`src/rtl/sic_defines.vh`:
```
// Constants for the serial interface configuration block
// Summary of operation
// RULE1: Register 0x00 reads as a mirror, bits 7, 6 and 5 always equal bits 0, 1 and 2.
// RULE2: The controller writes register 0x00 with the mirrored pattern in both nibbles.
// RULE3: Address direction bit 2 steps streaming addresses down when 0 and up when 1.
// RULE4: Bit order bit 1 shifts data bytes least significant bit first when 1, else MSB first.
// RULE5: Writing 1 to bit 0 resets the device except register 0x00 and the serial state machine.
// RULE6: The soft reset bit clears itself once the internal soft reset is over.
// RULE7: Single-instruction bit 7 of register 0x01 limits each instruction to one data byte.
// RULE8: With single-instruction clear, data bytes stream to stepped addresses while select is low.
// RULE9: With single-instruction set and select low, the state machine waits for a new instruction.
// RULE10: With single-instruction set, the controller sends a fresh address phase before each byte.
// RULE11: An instruction is a 16-bit address phase, read flag first, then 15 address bits, then bytes.
// RULE12: Select falling starts an instruction, bits are taken on clock rises, select rising ends it.
// RULE13: A read drives the data line after the last address bit and releases it when deselected.
// RULE14: Select rising resets the state machine unless single-instruction and stalling are both set.
`ifndef SIC_DEFINES_VH
`define SIC_DEFINES_VH

// ==========================================================
// Register map
`define SIC_ADDR_CFG_A 15'h0000
`define SIC_ADDR_CFG_B 15'h0001

// ==========================================================
// Field positions
`define SIC_A_SOFT_RESET 0
`define SIC_A_LSB_FIRST 1
`define SIC_A_ASCEND 2
`define SIC_B_SINGLE 7
`define SIC_B_STALL 6
`define SIC_B_READBACK 5
`define SIC_RW_BIT 15

// ==========================================================
// Reset values and counts
`define SIC_CFG_A_RST 3'h0
`define SIC_CFG_B_RST 3'h0
`define SIC_ADDR_BITS_LAST 4'hf
`define SIC_DATA_BITS_LAST 4'h7
`define SIC_SOFT_RST_CYC 5'h10
`define SIC_SYNC_INIT 3'h1

`endif

```
`src/rtl/sic_sync.v`:
```
// Three-stage input synchroniser with agreement filter
`timescale 1ns/1ps
`default_nettype none

module sic_sync #(
  parameter W = 3,
  parameter [W-1:0] INIT = {W{1'b0}}
)(
  input wire clk_i,
  input wire rst_n_i,
  input wire [W-1:0] async_i,
  output reg [W-1:0] level_o
);

  reg [W-1:0] stage1;
  reg [W-1:0] stage2;
  reg [W-1:0] stage3;

  genvar g;
  generate
    for (g = 0; g < W; g = g + 1)
    begin : bit_sync
      always @(posedge clk_i or negedge rst_n_i)
      begin
        if (!rst_n_i)
        begin
          stage1[g] <= INIT[g];
          stage2[g] <= INIT[g];
          stage3[g] <= INIT[g];
          level_o[g] <= INIT[g];
        end
        else
        begin
          stage1[g] <= async_i[g];
          stage2[g] <= stage1[g];
          stage3[g] <= stage2[g];
          // Accept a change only when the late stages agree
          if (stage2[g] == stage3[g])
          begin
            level_o[g] <= stage3[g];
          end
        end
      end
    end
  endgenerate

endmodule

`default_nettype wire

```
`src/rtl/sic_core.v`:
```
// Three-wire serial slave with interface configuration registers
`timescale 1ns/1ps
`default_nettype none
`include "sic_defines.vh"

module sic_core (
  input wire clk_i,
  input wire rst_n_i,
  input wire cs_n_i,
  input wire sclk_i,
  input wire sdio_i,
  output reg sdio_o,
  output reg sdio_oe_n_o,
  output wire soft_reset_o,
  output wire lsb_first_o,
  output wire addr_ascend_o,
  output wire single_instr_o,
  output reg [14:0] reg_addr_o,
  output reg [7:0] reg_wdata_o,
  output reg reg_we_o,
  output reg reg_re_o,
  input wire [7:0] reg_rdata_i
);

  // ==========================================================
  // States
  localparam [2:0] ST_IDLE = 3'b001;
  localparam [2:0] ST_ADDR = 3'b010;
  localparam [2:0] ST_DATA = 3'b100;

  // ==========================================================
  // Pin synchronisers
  wire sdio_f;
  wire sclk_f;
  wire cs_n_f;

  sic_sync #(
    .W(3),
    .INIT(`SIC_SYNC_INIT)
  ) u_sync (
    .clk_i(clk_i),
    .rst_n_i(rst_n_i),
    .async_i({sdio_i, sclk_i, cs_n_i}),
    .level_o({sdio_f, sclk_f, cs_n_f})
  );

  reg sclk_q;
  reg cs_n_q;
  wire sclk_rise = sclk_f & ~sclk_q;
  wire cs_fall = ~cs_n_f & cs_n_q;
  wire cs_rise = cs_n_f & ~cs_n_q;

  // ==========================================================
  // State
  reg [2:0] state;
  reg [3:0] bit_cnt;
  reg [14:0] shift_in;
  reg [7:0] out_sh;
  reg is_read;
  reg [4:0] soft_cnt;
  reg cfg_ascend;
  reg cfg_lsb_first;
  reg [2:0] cfg_b;
  reg addr_step;

  wire soft_busy = (soft_cnt != 5'h00);
  wire [7:0] cfg_a_val = {soft_busy, cfg_lsb_first, cfg_ascend, 2'b00,
                          cfg_ascend, cfg_lsb_first, soft_busy}; // RULE1
  wire [7:0] cfg_b_val = {cfg_b, 5'h00};
  wire single = cfg_b[2];
  wire stall = cfg_b[1];
  wire [7:0] in_byte = {shift_in[6:0], sdio_f};
  wire [14:0] next_addr = cfg_ascend ? reg_addr_o + 15'h0001 : reg_addr_o - 15'h0001; // RULE3

  assign soft_reset_o = soft_busy; // RULE5
  assign lsb_first_o = cfg_lsb_first;
  assign addr_ascend_o = cfg_ascend;
  assign single_instr_o = single;

  // ==========================================================
  // Helpers
  function [7:0] order_byte;
    input [7:0] b;
    input lsb;
    integer i;
    begin
      for (i = 0; i < 8; i = i + 1)
      begin
        order_byte[i] = lsb ? b[7 - i] : b[i];
      end
    end
  endfunction

  function [7:0] read_mux;
    input [14:0] a;
    input [7:0] va;
    input [7:0] vb;
    input [7:0] ext;
    begin
      if (a == `SIC_ADDR_CFG_A)
      begin
        read_mux = va;
      end
      else if (a == `SIC_ADDR_CFG_B)
      begin
        read_mux = vb;
      end
      else
      begin
        read_mux = ext;
      end
    end
  endfunction

  wire [7:0] rd_byte = order_byte(read_mux(reg_addr_o, cfg_a_val, cfg_b_val, reg_rdata_i),
                                  cfg_lsb_first); // RULE4
  wire [7:0] wr_byte = order_byte(in_byte, cfg_lsb_first); // RULE4

  // ==========================================================
  // Serial engine and registers
  always @(posedge clk_i or negedge rst_n_i)
  begin
    if (!rst_n_i)
    begin
      sclk_q <= 1'b0;
      cs_n_q <= 1'b1;
      state <= ST_IDLE;
      bit_cnt <= 4'h0;
      shift_in <= 15'h0000;
      out_sh <= 8'h00;
      is_read <= 1'b0;
      sdio_o <= 1'b0;
      sdio_oe_n_o <= 1'b1;
      soft_cnt <= 5'h00;
      cfg_ascend <= 1'b0;
      cfg_lsb_first <= 1'b0;
      cfg_b <= `SIC_CFG_B_RST;
      reg_addr_o <= 15'h0000;
      reg_wdata_o <= 8'h00;
      reg_we_o <= 1'b0;
      reg_re_o <= 1'b0;
      addr_step <= 1'b0;
    end
    else
    begin
      sclk_q <= sclk_f;
      cs_n_q <= cs_n_f;
      reg_we_o <= 1'b0;
      reg_re_o <= 1'b0;
      addr_step <= 1'b0;
      // Step only after the write strobe has used the address
      if (addr_step)
      begin
        reg_addr_o <= next_addr; // RULE3
      end
      if (soft_busy)
      begin
        soft_cnt <= soft_cnt - 5'h01; // RULE6
        cfg_b <= `SIC_CFG_B_RST; // RULE5
      end
      // Load read data one cycle after the address is presented
      if (reg_re_o)
      begin
        out_sh <= rd_byte;
        sdio_o <= rd_byte[7];
        sdio_oe_n_o <= 1'b0; // RULE13
      end
      if (cs_rise)
      begin
        sdio_oe_n_o <= 1'b1; // RULE13
        if (!(single && stall))
        begin
          state <= ST_IDLE; // RULE14
          bit_cnt <= 4'h0;
        end
      end
      else if (cs_fall && state == ST_IDLE)
      begin
        state <= ST_ADDR; // RULE12
        bit_cnt <= 4'h0;
      end
      else if (sclk_rise && !cs_n_f)
      begin
        case (state)
          ST_ADDR:
          begin
            shift_in <= {shift_in[13:0], sdio_f}; // RULE12
            bit_cnt <= bit_cnt + 4'h1;
            if (bit_cnt == `SIC_ADDR_BITS_LAST)
            begin
              is_read <= shift_in[`SIC_RW_BIT - 1]; // RULE11
              reg_addr_o <= {shift_in[13:0], sdio_f}; // RULE11
              reg_re_o <= shift_in[`SIC_RW_BIT - 1];
              bit_cnt <= 4'h0;
              state <= ST_DATA;
            end
          end
          ST_DATA:
          begin
            shift_in <= {shift_in[13:0], sdio_f};
            bit_cnt <= bit_cnt + 4'h1;
            if (is_read)
            begin
              sdio_o <= out_sh[6];
              out_sh <= {out_sh[6:0], 1'b0};
            end
            if (bit_cnt == `SIC_DATA_BITS_LAST)
            begin
              bit_cnt <= 4'h0;
              if (!is_read)
              begin
                if (reg_addr_o == `SIC_ADDR_CFG_A)
                begin
                  cfg_ascend <= wr_byte[`SIC_A_ASCEND]; // RULE1
                  cfg_lsb_first <= wr_byte[`SIC_A_LSB_FIRST]; // RULE1
                  if (wr_byte[`SIC_A_SOFT_RESET])
                  begin
                    soft_cnt <= `SIC_SOFT_RST_CYC; // RULE5
                  end
                end
                else if (reg_addr_o == `SIC_ADDR_CFG_B)
                begin
                  cfg_b <= wr_byte[`SIC_B_SINGLE:`SIC_B_READBACK];
                end
                else
                begin
                  reg_we_o <= 1'b1;
                  reg_wdata_o <= wr_byte;
                end
              end
              if (single)
              begin
                state <= ST_ADDR; // RULE7 RULE9
                sdio_oe_n_o <= 1'b1;
              end
              else if (is_read)
              begin
                reg_addr_o <= next_addr; // RULE8 RULE3
                reg_re_o <= 1'b1; // RULE8
              end
              else
              begin
                addr_step <= 1'b1; // RULE8
              end
            end
          end
          ST_IDLE:
          begin
            state <= ST_IDLE;
          end
          default:
          begin
            state <= ST_IDLE;
          end
        endcase
      end
    end
  end

endmodule

`default_nettype wire

```
`config.mk`:
```
export PLATFORM = sky130hd
export DESIGN_NAME = sic_core
export DESIGN_NICKNAME = d
export VERILOG_FILES = /design/src/rtl/sic_sync.v /design/src/rtl/sic_core.v
export VERILOG_INCLUDE_DIRS = /design/src /design/src/rtl
export SDC_FILE = /design/constraint.sdc
export NUM_CORES = 1
export LEC_CHECK = 0
export BUFFER_PORTS_ARGS = -buffer_cell sky130_fd_sc_hd__buf_2
export CAP_MARGIN = 20
export CORE_MARGIN = 10
export CORE_UTILIZATION = 64
export CTS_CLUSTER_SIZE = 20
export DETAILED_ROUTE_END_ITERATION = 10
export PLACE_DENSITY = 0.85
export SYNTH_ARGS = -nofsm -noshare
export SYNTH_HDL_FRONTEND = slang
export SYNTH_SLANG_ARGS = --single-unit
```
`constraint.sdc`:
```
create_clock -name clk_i -period 6.45 [get_ports clk_i]
set_input_delay 0 -clock clk_i [delete_from_list [all_inputs] [get_ports clk_i]]
set_output_delay 0 -clock clk_i [all_outputs]
set_load 0.02 [all_outputs]
```
==> summary.json <==
{
  "start_util_pct": 65.6,
  "synth_enable_flop_cells": 0,
  "total_net_switching_power_mw": 0.271,
  "nFillCells": 512,
  "timing_hold_violations_final": 0,
  "r2r-end": "out_sh[6]",
  "globalRoute.totalOverflow": 0,
  "period_utilisation_layout_pct": 39.9,
  "post_drt_wl_per_cell_um": 17.9,
  "num_antenna_cells": 0,
  "tritoncts_num_sinks": 82,
  "ir_worst_vdd_mv": 0.137,
  "fp-row-count": 30,
  "placeableCoreArea_sq_um": 6760,
  "result_of_the_run": "finished clean",
  "power.density_cell_area_nw_per_um2": 217,
  "holdCritPathClass": "in -> reg",
  "finish.utilization_pct": 72.4,
  "worst_hold_slack_ns": 0.0996,
  "grt_first_pass_wirelength_um": 18300,
  "seqPwrFrac_pct": 53.0,
  "drt-total-wl_um": 10900,
  "cts-htree-levels": 3,
  "die_y_um": 103,
  "clock_share_of_power_pct": 37.9,
  "path_clk_slew_ns": 0.08,
  "leading_cell_types_in_the_layout_fill_and_taps_excluded": "sky130_fd_sc_hd__nand2_1, sky130_fd_sc_hd__dfrtp_1, sky130_fd_sc_hd__buf_2",
  "layout-area-overhead-vs-synth_pct": 10.4,
  "final_critical_path_setup_slack_ns": 3.88,
  "place.detailed.hpwl_um": 7770,
  "detail_route.vias_per_cell": 6.36,
  "yosys_register_bits": 82,
  "finalWorstPathRequiredPeriod_ns": 2.57,
  "cp.arrival_ns": 2.86,
  "met1_length_um": 4450,
  "critical_path.endpoint_type": "flip-flop",
  "max-clock-path-buffers": 2,
  "cellInternalPower_mw": 0.792,
  "synth-seq-area-share_pct": 46.5,
  "post_synth_instance_area_sq_um": 4430,
  "ios": 44,
  "grt_max_degree": 83,
  "dr_total_vias": 3867,
  "drtPass1Iterations": 5,
  "max_freq_ghz": 0.389,
  "critPathSlowestCell": "sky130_fd_sc_hd__or4_1",
  "synth_largest_area_cell": "sky130_fd_sc_hd__dfrtp_1",
  "rr_startpoint": "reg_addr_o[7]",
  "num-nets-final": 541,
  "ys_async_sr_fraction_pct": 100,
  "timing.max_cap.violations": 0,
  "placement.io_buffers": 43,
  "dp_cells": 587,
  "worst-slew-pin-transition_ns": 1.05,
  "timing.critical_path.buf_inv": 0,
  "dp_area_sq_um": 4630,
  "top_layer": "met4",
  "synth_nets": 500,
  "most_frequent_standard_cell_in_the_layout_excluding_fill_and_tap_cells": "sky130_fd_sc_hd__nand2_1",
  "met2_wirelength_um": 5080,
  "dominantRegCellSynth": "sky130_fd_sc_hd__dfrtp_1",
  "final_antenna_net_count": 0,
  "cp_num_cells": 6,
  "grt_setup_unrepaired": "no",
  "report.power.total_mw": 1.06,
  "cts_inserted_buffers": 9,
  "cp_delay_by_family_top": "simple AND/OR/NAND/NOR gates",
  "rrSetupSlack_ns": 3.88,
  "detail_route.drc_violations": 0,
  "post_route_cells_drive_above_1_share_pct": 16.3,
  "tritoncts": "yes",
  "critPathLaunch": "reg_addr_o[7]",
  "synth.lib_cells_used.distinct": 66,
  "worstPathCellList": "or4_1 -> nor4_4 -> nand3_1 -> and3_1 -> a311o_1 -> a21oi_2",
  "cts_setup_buffers": 0,
  "syn_avg_cell_area_sq_um": 9.19,
  "grt_antenna_before_repair": 0,
  "top_area_cell_type_share_of_the_netlist_area_pct": 42.3,
  "postLayoutCellArea_sq_um": 4890,
  "count_of_non_filler_cells_in_the_finished_layout": 608,
  "netlist_instances": 482,
  "timing.slew.headroom_pct": 29.7,
  "worst_slack_at_placement_ns": 3.96,
  "setup-tns-final_ns": 0,
  "met3_length_um": 1050,
  "yosys_warnings": 0,
  "worstSetupStartpointType": "flip-flop",
  "maximum_net_fanout_on_the_critical_path": 10,
  "first_global_vias": 3697,
  "cts-hold-fix-buffers": 5,
  "setup_viol": 0,
  "cellLeakagePower_nw": 2.20,
  "p_sw_share_pct": 25.5,
  "ff2ff_path_depth": 6,
  "synth.top_cells.by_area": "sky130_fd_sc_hd__dfrtp_1, sky130_fd_sc_hd__nand2_1, sky130_fd_sc_hd__dfstp_2",
  "worst_setup_path_endpoint": "out_sh[6]",
  "crit_type": "reg -> reg",
  "drv_slew": 0,
  "crit_path_max_incr_delay_ns": 0.66,
  "cts_root_buffer_type": "sky130_fd_sc_hd__clkbuf_8",
  "drtIter0Drc": 381,
  "grt.total_usage_pct": 21.7,
  "finalWeightedCongestion": 0.938,
  "worstPathRequired_ns": 6.74,
  "post_cts_resize_count": 0,
  "die_area_sq_um": 10700,
  "fin_worst_skew_ns": 0.00864,
  "die_width_um": 103,
  "worstSkewPairLatency_ns": 0.36,
  "combinationalPowerShare_pct": 9.1
}
==> sequential cells by signal, summed over array words and instances (netlist names), 3 cells and up <==
register        cells
state               3
out_sh              7
u_sync.stage1       3
reg_addr_o         15
u_sync.level_o      3
soft_cnt            5
u_sync.stage3       3
bit_cnt             4
reg_wdata_o         8
u_sync.stage2       3
shift_in           15
cfg_b               3
==> power groups by stage <==
| stage | Sequential (mW) | Clock, mW | Combinational (mW) |
|---|---|---|---|
| after global placement | 0.572 | 0 | 0.0917 |
| after detailed placement | 0.573 | 0 | 0.0944 |
| after CTS | 0.563 | 0.403 | 0.0972 |
| after global routing | 0.567 | 0.429 | 0.111 |
| after floorplan | 0.566 | 0 | 0.0645 |
| final | 0.563 | 0.402 | 0.0970 |
==> worst min-delay path by stage <==
| stage | start | depth (start not counted) | to |
|---|---|---|---|
| 2_1_floorplan | rst_n_i | 0 | addr_ascend_o |
| 3_3_place_gp | cs_n_i | 1 | u_sync.stage1[0] |
| 3_5_place_dp | cs_n_i | 1 | u_sync.stage1[0] |
| 4_1_cts | reg_rdata_i[6] | 3 | out_sh[1] |
| 5_1_grt | reg_rdata_i[2] | 5 | out_sh[2] |
| 6_report | reg_rdata_i[2] | 5 | out_sh[5] |
==> final cells by class <==
class	count	area [sq um]	share of cell area (%)
Clock buffer	11	131	2.68
Timing Repair Buffer	49	275	5.63
Tap cell	80	100	2.05
Inverter	13	48.8	0.997
Multi-Input combinational cell	368	2200	44.9
Clock inverter	5	78.8	1.61
Sequential cell	82	2060	42.1
==> worst reg2reg max path, delay by kind of cell (launching register included) <==
family / cells / cell delay (ns)
AO/OA/AOI/OAI: 2 / 0.41
flip-flops: 1 / 0.46
AND/OR/NAND/NOR: 4 / 1.64
==> logic make-up after synthesis <==
family | count (synthesis) | synth area share [%]
flops | 82 | 46.5
fa+ha+maj | 8 | 2.09
buf+inv | 32 | 3.90
xor+xnor | 20 | 3.95
compound gates | 116 | 16.5
simple gates | 205 | 22.6
mux | 19 | 4.43
==> routing by layer <==
layer | track usage, % | vias up
met3 | 5.65 | 31
met5 | 0 | -
met4 | 10.5 | 0
met2 | 34.1 | 191
li1 | - | 1812
met1 | 27.3 | 1833
==> cell usage after synthesis (all sizes together) (2+ instances only) <==
cell type	count
nand2	97
dfrtp	75
o21ai	39
nor2	34
a21oi	25
nand3	15
mux2i	14
inv	13
nor3	13
xnor2	13
clkbuf	10
buf	9
and3	8
o22ai	8
a31oi	7
dfstp	7
or4	7
xor2	7
a22oi	6
nor4	6
a21o	5
ha	5
mux2	5
nor3b	5
or3	5
nand2b	4
a221oi	3
a32o	3
maj3	3
o211ai	3
o221ai	3
a2bb2oi	2
nand4	2
or2	2
or3b	2
Note: power is estimated with default switching activity, not from simulation.
